<file path="config.mk">
export PLATFORM = sky130hd
export DESIGN_NAME = tai_core
export DESIGN_NICKNAME = d
export VERILOG_FILES = /design/src/verilog/tai_pkg.sv /design/src/verilog/tai_core.sv
export SDC_FILE = /design/constraint.sdc
export NUM_CORES = 2
export LEC_CHECK = 0
export ABC_AREA = 0
export BUFFER_PORTS_ARGS = -buffer_cell sky130_fd_sc_hd__buf_2
export CAP_MARGIN = 40
export CORE_MARGIN = 2
export CORE_UTILIZATION = 58
export CTS_BUF_LIST = sky130_fd_sc_hd__clkbuf_8
export DETAILED_ROUTE_END_ITERATION = 10
export MAX_ROUTING_LAYER = met4
export PLACE_DENSITY = 0.85
export SETUP_SLACK_MARGIN = 0.3
export SYNTH_ARGS = -nofsm -noshare
export SYNTH_HDL_FRONTEND = slang
export SYNTH_SLANG_ARGS = --single-unit
</file>
<file path="constraint.sdc">
create_clock -name clk -period 14.5 [get_ports clk]
set_clock_uncertainty 0.2 [all_clocks]
set_input_delay 0.725 -clock clk [delete_from_list [all_inputs] [get_ports clk]]
set_output_delay 0.725 -clock clk [all_outputs]
set_load 0.03 [all_outputs]
</file>
<file path="src/verilog/tai_pkg.sv">
// Purpose: Shared constants and types for the application packet interface block.
// Assumes: One virtual channel, a 64-bit link word and a 32-bit APB register bus.
// Notes: Header layout follows the usual packet header, byte 0 in the top bits.
package tai_pkg;

    // ==========================================================================
    // Bus widths and descriptor fields
    // ==========================================================================
    localparam int HDR_W = 128;
    localparam int DEC_W = 8;
    localparam int DESC_W = HDR_W + DEC_W;
    localparam int DATA_W = 64;
    localparam int CRC_W = 32;
    localparam int DESC_FIRST_LO = 64;
    localparam int DESC_GROUP_HI = 127;
    localparam int DESC_HAS_DATA = 126;
    localparam int HDR_FMT_4DW = 125;
    localparam int HDR_TYPE_HI = 124;
    localparam int HDR_TYPE_LO = 120;
    localparam int DEC_RESERVED = 7;
    localparam logic [4:0] TYPE_CPL = 5'h0A;
    localparam logic [4:0] TYPE_MEM = 5'h00;
    localparam logic [1:0] TYPE_MSG_TOP = 2'h2;

    // ==========================================================================
    // Link check code
    // ==========================================================================
    localparam logic [CRC_W-1:0] LCRC_POLY = 32'h04C11DB7;
    localparam logic [CRC_W-1:0] LCRC_INIT = 32'hFFFFFFFF;

    // ==========================================================================
    // Register map
    // ==========================================================================
    localparam int ADDR_W = 12;
    localparam logic [ADDR_W-1:0] REG_CTRL = 12'h000;
    localparam logic [ADDR_W-1:0] REG_STATUS = 12'h004;
    localparam logic [ADDR_W-1:0] REG_TX_PKTS = 12'h008;
    localparam logic [ADDR_W-1:0] REG_TX_NULL = 12'h00C;
    localparam logic [ADDR_W-1:0] REG_RX_ACKS = 12'h010;
    localparam logic [ADDR_W-1:0] REG_RX_ABORTS = 12'h014;
    localparam int CTRL_RX_EN = 0;
    localparam int CTRL_TX_EN = 1;
    localparam logic [1:0] CTRL_RESET = 2'h3;
    localparam int STAT_TX_LO = 0;
    localparam int STAT_RX_LO = 4;
    localparam int STAT_TXCNT_LO = 8;

    // ==========================================================================
    // Types
    // ==========================================================================
    typedef enum logic [1:0] {
        RX_IDLE = 2'b00,
        RX_FIRST = 2'b01,
        RX_HOLD = 2'b11
    } tai_rx_state_t;

    typedef enum logic [2:0] {
        TX_IDLE = 3'b000,
        TX_PAD = 3'b001,
        TX_HDR0 = 3'b011,
        TX_HDR1 = 3'b010,
        TX_DATA = 3'b110,
        TX_CRC = 3'b111,
        TX_END = 3'b101
    } tai_tx_state_t;

    typedef enum logic [2:0] {
        LK_NONE = 3'h0,
        LK_HDR = 3'h1,
        LK_DATA = 3'h2,
        LK_LCRC = 3'h3,
        LK_END = 3'h4,
        LK_EDB = 3'h5
    } tai_lnk_kind_t;

    typedef struct packed {
        tai_lnk_kind_t kind;
        logic [DATA_W-1:0] data;
    } tai_lnk_word_t;

    typedef struct packed {
        logic [HDR_W-1:0] hdr;
        logic [DEC_W-1:0] dec;
    } tai_rx_hdr_t;

    typedef struct packed {
        logic last;
        logic [DATA_W-1:0] data;
    } tai_tx_entry_t;

endpackage

</file>
<file path="src/verilog/tai_core.sv">
// Purpose: Core side of the application packet interface, transmit and receive descriptor.
// Assumes: Receive buffer holds a header stable while rxb_valid is high until popped.
// Notes: Registers sit on APB with no wait states; an unmapped address answers pslverr.
`timescale 1ns/100ps

module tai_core
    import tai_pkg::*;
#(
    parameter int TX_BUF_DEPTH = 3,
    parameter int TX_FREE_PHASES = 2,
    parameter int CNT_W = 16
) (
    // Clock and reset
    input wire logic clk,
    input wire logic rstn,
    // APB register bus
    input wire logic [ADDR_W-1:0] paddr,
    input wire logic psel,
    input wire logic penable,
    input wire logic pwrite,
    input wire logic [31:0] pwdata,
    output logic [31:0] prdata,
    output logic pready,
    output logic pslverr,
    // Transmit application side, channel 0
    // Channel zero suffix.
    input wire logic tx_req0,
    input wire logic [HDR_W-1:0] tx_desc0,
    output logic tx_ack0,
    input wire logic tx_dfr0,
    input wire logic tx_dv0,
    input wire logic [DATA_W-1:0] tx_data0,
    input wire logic tx_err0,
    output logic transmit_wait_state0,
    // Transmit link side
    output tai_lnk_word_t lnk_word,
    output logic lnk_valid,
    input wire logic lnk_ready,
    // Receive buffer side
    input wire logic rxb_valid,
    input wire tai_rx_hdr_t rxb_hdr,
    output logic rxb_pop,
    output logic rxb_credit_release,
    // Receive application side, channel 0
    output logic rx_req0,
    output logic [DESC_W-1:0] rx_desc0,
    input wire logic rx_ack0,
    input wire logic rx_abort0,
    input wire logic rx_retry0,
    input wire logic rx_mask0
);

    localparam int PTR_W = $clog2(TX_BUF_DEPTH);
    localparam int FILL_W = $clog2(TX_BUF_DEPTH + 1);
    localparam logic [FILL_W-1:0] FILL_FULL = FILL_W'(TX_BUF_DEPTH);
    localparam logic [PTR_W-1:0] PTR_LAST = PTR_W'(TX_BUF_DEPTH - 1);
    localparam logic [1:0] PHASE_FREE = 2'(TX_FREE_PHASES);

    // ==========================================================================
    // Functions
    // ==========================================================================
    function automatic logic is_completion(input logic [HDR_W-1:0] h);
        return h[HDR_TYPE_HI:HDR_TYPE_LO] == TYPE_CPL;
    endfunction

    function automatic logic has_payload(input logic [HDR_W-1:0] h);
        return h[DESC_HAS_DATA];
    endfunction

    function automatic logic is_nonposted(input logic [HDR_W-1:0] h);
        logic msg;
        logic mem_write;
        msg = h[HDR_TYPE_HI -: 2] == TYPE_MSG_TOP;
        mem_write = (h[HDR_TYPE_HI:HDR_TYPE_LO] == TYPE_MEM) && has_payload(h);
        return !is_completion(h) && !msg && !mem_write;
    endfunction

    function automatic logic [CRC_W-1:0] crc_step(input logic [CRC_W-1:0] c,
                                                  input logic [DATA_W-1:0] w);
        logic [CRC_W-1:0] r;
        r = c;
        for (int i = DATA_W - 1; i >= 0; i--) begin
            r = (r[CRC_W-1] ^ w[i]) ? ((r << 1) ^ LCRC_POLY) : (r << 1);
        end
        return r;
    endfunction

    function automatic logic [CNT_W-1:0] bump(input logic [CNT_W-1:0] c, input logic en);
        return en ? c + CNT_W'(1) : c;
    endfunction

    // ==========================================================================
    // State
    // ==========================================================================
    logic [1:0] ctrl_reg, ctrl_next;
    logic [31:0] prdata_reg, prdata_next;
    logic [CNT_W-1:0] tx_pkts_reg, tx_pkts_next, tx_null_reg, tx_null_next;
    logic [CNT_W-1:0] rx_acks_reg, rx_acks_next, rx_aborts_reg, rx_aborts_next;

    tai_rx_state_t rx_state_reg, rx_state_next;
    logic [DESC_W-1:0] rx_desc_reg, rx_desc_next;
    logic rx_take;

    tai_tx_state_t tx_state_reg, tx_state_next;
    logic [HDR_W-1:0] tx_hdr_reg, tx_hdr_next;
    logic err_reg, err_next;
    logic open_reg, open_next;
    logic [1:0] phase_reg, phase_next;
    logic [CRC_W-1:0] crc_reg, crc_next;
    tai_lnk_word_t lnk_word_reg, lnk_word_next;
    logic lnk_valid_reg, lnk_valid_next;
    tai_tx_entry_t tx_buf [TX_BUF_DEPTH];
    logic [PTR_W-1:0] wptr_reg, wptr_next, rptr_reg, rptr_next;
    logic [FILL_W-1:0] fill_reg, fill_next;
    logic ack_now, slot, buf_wr, buf_rd;

    // ==========================================================================
    // APB slave
    // ==========================================================================
    logic setup, wr_strobe, mapped;

    assign setup = psel && !penable;
    assign wr_strobe = psel && penable && pwrite;
    assign mapped = (paddr == REG_CTRL) || (paddr == REG_STATUS) ||
                    (paddr == REG_TX_PKTS) || (paddr == REG_TX_NULL) ||
                    (paddr == REG_RX_ACKS) || (paddr == REG_RX_ABORTS);
    assign pready = 1'b1;
    assign pslverr = psel && penable && !mapped;
    assign prdata = prdata_reg;

    always_comb begin
        ctrl_next = ctrl_reg;
        prdata_next = prdata_reg;
        if (wr_strobe && (paddr == REG_CTRL)) begin
            ctrl_next = pwdata[1:0];
        end
        if (setup && !pwrite) begin
            prdata_next = '0;
            case (paddr)
                REG_CTRL: prdata_next[1:0] = ctrl_reg;
                REG_STATUS: begin
                    prdata_next[STAT_TX_LO +: 3] = tx_state_reg;
                    prdata_next[STAT_RX_LO +: 2] = rx_state_reg;
                    prdata_next[STAT_TXCNT_LO +: FILL_W] = fill_reg;
                end
                REG_TX_PKTS: prdata_next[CNT_W-1:0] = tx_pkts_reg;
                REG_TX_NULL: prdata_next[CNT_W-1:0] = tx_null_reg;
                REG_RX_ACKS: prdata_next[CNT_W-1:0] = rx_acks_reg;
                REG_RX_ABORTS: prdata_next[CNT_W-1:0] = rx_aborts_reg;
                default: prdata_next = '0;
            endcase
        end
    end

    always_ff @(posedge clk or negedge rstn) begin
        if (!rstn) begin
            ctrl_reg <= CTRL_RESET;
            prdata_reg <= '0;
        end else begin
            ctrl_reg <= ctrl_next;
            prdata_reg <= prdata_next;
        end
    end

    // ==========================================================================
    // Receive descriptor phase
    // ==========================================================================
    // Presented while receive is enabled, except non-posted headers while rx_mask0 is set.
    assign rx_take = rxb_valid && ctrl_reg[CTRL_RX_EN] &&
                     !(rx_mask0 && is_nonposted(rxb_hdr.hdr));
    assign rx_req0 = rx_state_reg != RX_IDLE;
    assign rx_desc0 = rx_desc_reg;

    always_comb begin
        rx_state_next = rx_state_reg;
        rx_desc_next = rx_desc_reg;
        rxb_pop = 1'b0;
        rxb_credit_release = 1'b0;
        rx_acks_next = rx_acks_reg;
        rx_aborts_next = rx_aborts_reg;
        case (rx_state_reg)
            RX_IDLE: begin
                if (rx_take) begin
                    rx_state_next = RX_FIRST;
                    rx_desc_next = '0;
                    rx_desc_next[HDR_W-1:DESC_FIRST_LO] = rxb_hdr.hdr[HDR_W-1:DESC_FIRST_LO];
                    rx_desc_next[DESC_HAS_DATA] = has_payload(rxb_hdr.hdr);
                end
            end
            RX_FIRST: begin
                rx_state_next = RX_HOLD;
                rx_desc_next[DESC_FIRST_LO-1:0] = rxb_hdr.hdr[DESC_FIRST_LO-1:0];
                rx_desc_next[DESC_W-1:HDR_W] = rxb_hdr.dec;
                rx_desc_next[HDR_W + DEC_RESERVED] = 1'b0;
                if (is_completion(rxb_hdr.hdr)) begin
                    rx_desc_next[DESC_W-1:HDR_W] = '0;
                end
            end
            RX_HOLD: begin
                if (rx_ack0) begin
                    rx_state_next = RX_IDLE;
                    rxb_pop = 1'b1;
                    rx_acks_next = bump(rx_acks_reg, 1'b1);
                end else if (rx_abort0) begin
                    rx_state_next = RX_IDLE;
                    rxb_pop = 1'b1;
                    rxb_credit_release = 1'b1;
                    rx_aborts_next = bump(rx_aborts_reg, 1'b1);
                end else if (rx_retry0) begin
                    rx_state_next = RX_IDLE;
                end
            end
            default: rx_state_next = RX_IDLE;
        endcase
    end

    always_ff @(posedge clk or negedge rstn) begin
        if (!rstn) begin
            rx_state_reg <= RX_IDLE;
            rx_desc_reg <= '0;
            rx_acks_reg <= '0;
            rx_aborts_reg <= '0;
        end else begin
            rx_state_reg <= rx_state_next;
            rx_desc_reg <= rx_desc_next;
            rx_acks_reg <= rx_acks_next;
            rx_aborts_reg <= rx_aborts_next;
        end
    end

    // ==========================================================================
    // Transmit application side and buffer
    // ==========================================================================
    // First phases never wait.
    // Wait while the buffer is full.
    assign transmit_wait_state0 = open_reg && (phase_reg >= PHASE_FREE) &&
                                  (fill_reg == FILL_FULL);
    assign buf_wr = open_reg && tx_dv0 && !transmit_wait_state0;
    assign ack_now = ((tx_state_reg == TX_IDLE) && tx_req0 && ctrl_reg[CTRL_TX_EN] &&
                      !tx_desc0[HDR_FMT_4DW]) || (tx_state_reg == TX_PAD);
    assign tx_ack0 = ack_now;
    assign slot = !lnk_valid_reg || lnk_ready;
    assign buf_rd = (tx_state_reg == TX_DATA) && slot && (fill_reg != '0);
    assign lnk_word = lnk_word_reg;
    assign lnk_valid = lnk_valid_reg;

    always_comb begin
        wptr_next = wptr_reg;
        rptr_next = rptr_reg;
        fill_next = fill_reg;
        phase_next = phase_reg;
        open_next = open_reg;
        if (buf_wr) begin
            wptr_next = (wptr_reg == PTR_LAST) ? '0 : wptr_reg + PTR_W'(1);
            if (phase_reg < PHASE_FREE) begin
                phase_next = phase_reg + 2'h1;
            end
            if (!tx_dfr0) begin
                open_next = 1'b0;
            end
        end
        if (buf_rd) begin
            rptr_next = (rptr_reg == PTR_LAST) ? '0 : rptr_reg + PTR_W'(1);
        end
        fill_next = fill_reg + FILL_W'(buf_wr) - FILL_W'(buf_rd);
        if (ack_now) begin
            open_next = has_payload(tx_desc0);
            phase_next = '0;
        end
    end

    always_ff @(posedge clk) begin
        if (buf_wr) begin
            tx_buf[wptr_reg] <= '{last: !tx_dfr0, data: tx_data0};
        end
    end

    always_ff @(posedge clk or negedge rstn) begin
        if (!rstn) begin
            wptr_reg <= '0;
            rptr_reg <= '0;
            fill_reg <= '0;
            phase_reg <= '0;
            open_reg <= 1'b0;
        end else begin
            wptr_reg <= wptr_next;
            rptr_reg <= rptr_next;
            fill_reg <= fill_next;
            phase_reg <= phase_next;
            open_reg <= open_next;
        end
    end

    // ==========================================================================
    // Transmit link sequencer
    // ==========================================================================
    always_comb begin
        tai_tx_entry_t head;
        head = tx_buf[rptr_reg];
        tx_state_next = tx_state_reg;
        tx_hdr_next = tx_hdr_reg;
        err_next = err_reg;
        crc_next = crc_reg;
        lnk_word_next = lnk_word_reg;
        lnk_valid_next = lnk_valid_reg && !lnk_ready;
        tx_pkts_next = tx_pkts_reg;
        tx_null_next = tx_null_reg;
        if (open_reg && tx_err0) begin
            err_next = 1'b1;
        end
        case (tx_state_reg)
            TX_IDLE: begin
                if (tx_req0 && ctrl_reg[CTRL_TX_EN] && tx_desc0[HDR_FMT_4DW]) begin
                    tx_state_next = TX_PAD;
                end
            end
            TX_PAD: tx_state_next = TX_HDR0;
            TX_HDR0: begin
                if (slot) begin
                    lnk_word_next = '{kind: LK_HDR, data: tx_hdr_reg[HDR_W-1:DESC_FIRST_LO]};
                    lnk_valid_next = 1'b1;
                    crc_next = crc_step(crc_reg, tx_hdr_reg[HDR_W-1:DESC_FIRST_LO]);
                    tx_state_next = TX_HDR1;
                end
            end
            TX_HDR1: begin
                if (slot) begin
                    lnk_word_next = '{kind: LK_HDR, data: tx_hdr_reg[DESC_FIRST_LO-1:0]};
                    lnk_valid_next = 1'b1;
                    crc_next = crc_step(crc_reg, tx_hdr_reg[DESC_FIRST_LO-1:0]);
                    tx_state_next = has_payload(tx_hdr_reg) ? TX_DATA : TX_CRC;
                end
            end
            TX_DATA: begin
                if (buf_rd) begin
                    lnk_word_next = '{kind: LK_DATA, data: head.data};
                    lnk_valid_next = 1'b1;
                    crc_next = crc_step(crc_reg, head.data);
                    if (head.last) begin
                        tx_state_next = TX_CRC;
                    end
                end
            end
            TX_CRC: begin
                if (slot) begin
                    lnk_word_next.kind = LK_LCRC;
                    lnk_word_next.data = DATA_W'(err_reg ? ~crc_reg : crc_reg);
                    lnk_valid_next = 1'b1;
                    tx_state_next = TX_END;
                end
            end
            TX_END: begin
                if (slot) begin
                    lnk_word_next = '{kind: err_reg ? LK_EDB : LK_END, data: '0};
                    lnk_valid_next = 1'b1;
                    tx_pkts_next = bump(tx_pkts_reg, 1'b1);
                    tx_null_next = bump(tx_null_reg, err_reg);
                    tx_state_next = TX_IDLE;
                end
            end
            default: tx_state_next = TX_IDLE;
        endcase
        if (ack_now) begin
            tx_hdr_next = tx_desc0;
            err_next = 1'b0;
            crc_next = LCRC_INIT;
            tx_state_next = TX_HDR0;
        end
    end

    always_ff @(posedge clk or negedge rstn) begin
        if (!rstn) begin
            tx_state_reg <= TX_IDLE;
            tx_hdr_reg <= '0;
            err_reg <= 1'b0;
            crc_reg <= LCRC_INIT;
            lnk_word_reg <= '{kind: LK_NONE, data: '0};
            lnk_valid_reg <= 1'b0;
            tx_pkts_reg <= '0;
            tx_null_reg <= '0;
        end else begin
            tx_state_reg <= tx_state_next;
            tx_hdr_reg <= tx_hdr_next;
            err_reg <= err_next;
            crc_reg <= crc_next;
            lnk_word_reg <= lnk_word_next;
            lnk_valid_reg <= lnk_valid_next;
            tx_pkts_reg <= tx_pkts_next;
            tx_null_reg <= tx_null_next;
        end
    end

endmodule

</file>
==> results.json <==
{
  "gp_congestion": 1.080,
  "synthesis.instances": 4229,
  "root_buffer": "clkbuf_8",
  "avgSynthCellArea_um2": 11.46,
  "cp-start-kind": "flip-flop",
  "yosys.area_share.simple": 0.08035,
  "fp.dieW_um": 293.1,
  "ios": 630,
  "synth_top_area_frac": 0.2200,
  "port_buffers": 580,
  "avgViaCountPerCell": 6.257,
  "overflow": 0,
  "synthToLayoutAreaGrowth_pct": 19.63,
  "cts_inserted_buffers": 110,
  "h-tree-depth": 3,
  "synth_edf_count": 195,
  "firstDrtPassIters": 8,
  "drive_gt1_frac": 0.2222,
  "ys_dominant_reg_cell": "dfrtp_1",
  "syn_area_um2": 48460,
  "grt_pass1_wl_mm": 285.4,
  "core_um2": 83160,
  "slew_violations": 0,
  "rsz0062_at_grt": "no",
  "rows": 106,
  "fmax_mhz": 104.5,
  "detail_route.iter0.violations": 5472,
  "routed_wl_mm": 204.1,
  "yosys_warnings": 0,
  "ant_nets": 0,
  "relSlewSlack": 0.2956,
  "drc_errors": 0,
  "seqCellArea_um2": 17420,
  "finalCritPeriodShare": 0.6599,
  "ys_seq_area_frac": 0.3592,
  "final_cells": 6298,
  "path_class": "reg2reg",
  "grt_max_degree": 100,
  "synth-adder-area-share": 0.001807,
  "antenna_found_initial": 14,
  "synth_cell_types": 74,
  "synth-compound-area-share": 0.05598,
  "status": "finished, final reports clean",
  "clk_pin_slew_ps": 60,
  "multi_input_area_um2": 29950,
  "clk_latency_ps": 860,
  "dpl.hpwl_mm": 144.4,
  "worstMarginPinSlew_ps": 1027,
  "wl_per_cell_um": 32.41,
  "nFillCells": 5736,
  "cts_buffer_depth": 3,
  "synth_xor_area_frac": 0.4336,
  "end_kind": "flip-flop",
  "cts_tree": "built",
  "synthMuxAreaShare": 0.04340,
  "layout_commonest_cell": "xnor2_1",
  "vias": 39410,
  "crit_required_ps": 15010,
  "die_area_um2": 85880,
  "ys_ff_latch": 655,
  "grt_pass1_vias": 38700,
  "period_needed_ps": 9569,
  "max_cap_viol_count": 0,
  "layout.nets": 5497,
  "grt_usage": 0.4836,
  "cts_resized": 0,
  "yosysTopAreaCell": "dfrtp_1",
  "largest_register_ffs": 195,
  "setup_tns_ps": 0,
  "synth_top_family_by_area": "XOR/XNOR gates",
  "initial_utilization": 0.5828,
  "hold_class": "in2reg",
  "synth_area_leaders": "dfrtp_1 22%, xnor2_1 17%, edfxtp_1 12%",
  "postSynth.asyncResetShare": 0.7023,
  "hold_viol_final": 0,
  "crit_fanout": 35,
  "cts.sink_count": 655,
  "layout_common_cells": "922 x xnor2_1, 652 x nand2_1, 584 x buf_2, 422 x dfrtp_1, 321 x xor2_1",
  "dp_cells": 5749,
  "setup_viol": 0,
  "die_h_um": 293.1,
  "cp.arrival_ps": 10080
}
==> critical path: stages (launching register included) <==
cell	delay (ps)
dfrtp_4	870
buf_4	650
mux2_2	430
mux2i_1	380
xnor2_2	300
xnor2_1	640
xnor3_4	770
xnor3_1	450
xnor3_1	520
xnor3_1	550
xnor3_1	370
xnor3_4	450
xor2_1	470
xnor3_1	570
xnor2_1	590
xnor2_1	210
xnor3_1	240
a221oi_1	600
nor2_1	110
==> metrics by stage <==
| stage | hold WS [ps] | area, um2 | setup slack, ps | utilization |
|---|---|---|---|---|
| 6_report | 51.14 | 57970 | 4931 | 0.6972 |
| 4_1_cts | 2.687 | 57910 | 5158 | 0.6964 |
| 2_1_floorplan | 229.4 | 48520 | 7667 | - |
| 3_5_place_dp | 258.1 | 52360 | 5234 | 0.6296 |
| 3_3_place_gp | 253.3 | 52050 | 5271 | 0.6260 |
| 5_1_grt | 17.95 | 57960 | 4880 | 0.6970 |
==> timing repair <==
item | 4_1_cts | 5_1_grt
buffers inserted | 0 | 0
hold buffers | 320 | 0
endpoints found under the hold margin | 541 | 0
==> cell families (layout without fill, tap and decap cells) <==
logic type | count (synthesis) | count (layout)
AOI/OAI and AO/OA | 447 | 447
xor gates and xnor gates | 1706 | 1706
adders and majority gates | 7 | 7
buffers and inverters | 244 | 1198
DFF | 655 | 655
muxes | 191 | 191
other | 2 | 37
and+or+nand+nor | 977 | 977
==> layout make-up <==
cell class / count / area share
multi-input combinational: 3346 / 0.5167
sequential: 655 / 0.3005
timing repair buffer: 964 / 0.1164
clock buffer: 136 / 0.03229
antenna: 19 / 0.0008201
clock inverter: 72 / 0.008309
inverter: 26 / 0.001727
tap: 1080 / 0.02331
==> metal layers <==
metal	routed length, um	global-route usage	part of all wire
met5	0	-	0
met4	13420	0.2404	0.066
met3	28070	0.1607	0.14
met2	85270	0.6798	0.42
met1	77340	0.6269	0.38
==> Yosys cell counts (6+ instances only) <==
cell type,n
a211oi_1,6
a21oi_1,133
a221oi_1,29
a222oi_1,11
a22o_1,20
a22oi_1,24
a31oi_1,17
and2_1,7
and3_1,17
buf_1,22
buf_2,10
buf_4,30
clkbuf_1,135
clkbuf_8,12
dfrtp_1,426
dfstp_2,34
edfxtp_1,195
ha_1,7
inv_1,24
mux2_2,81
mux2i_1,98
nand2_1,654
nand3_1,23
nand4_1,15
nor2_1,222
nor3_1,12
o21ai_0,131
o22ai_1,43
o31ai_1,9
xnor2_1,922
xnor2_2,81
xnor2_4,15
xnor3_1,240
xnor3_2,26
xnor3_4,24
xor2_1,321
xor2_2,20
xor2_4,9
xor3_1,35
xor3_2,8
==> final timing paths <==
path	from	to	slack, ps	depth (start not counted)
setup / recovery	rptr_reg[0]	crc_reg[17]	4930	18
hold / removal	tx_desc0[5]	tx_hdr_reg[5]	50	3
setup reg to reg	rptr_reg[0]	crc_reg[17]	4930	18
hold reg to reg	lnk_word[65]	lnk_word[65]	270	2
max in group asynchronous	rstn	tx_hdr_reg[25]	11620	4
min in group asynchronous	rstn	rx_desc0[41]	300	2
Power is not shown: default switching activity piles up to over one toggle a cycle in this logic, so the estimate is an artifact.
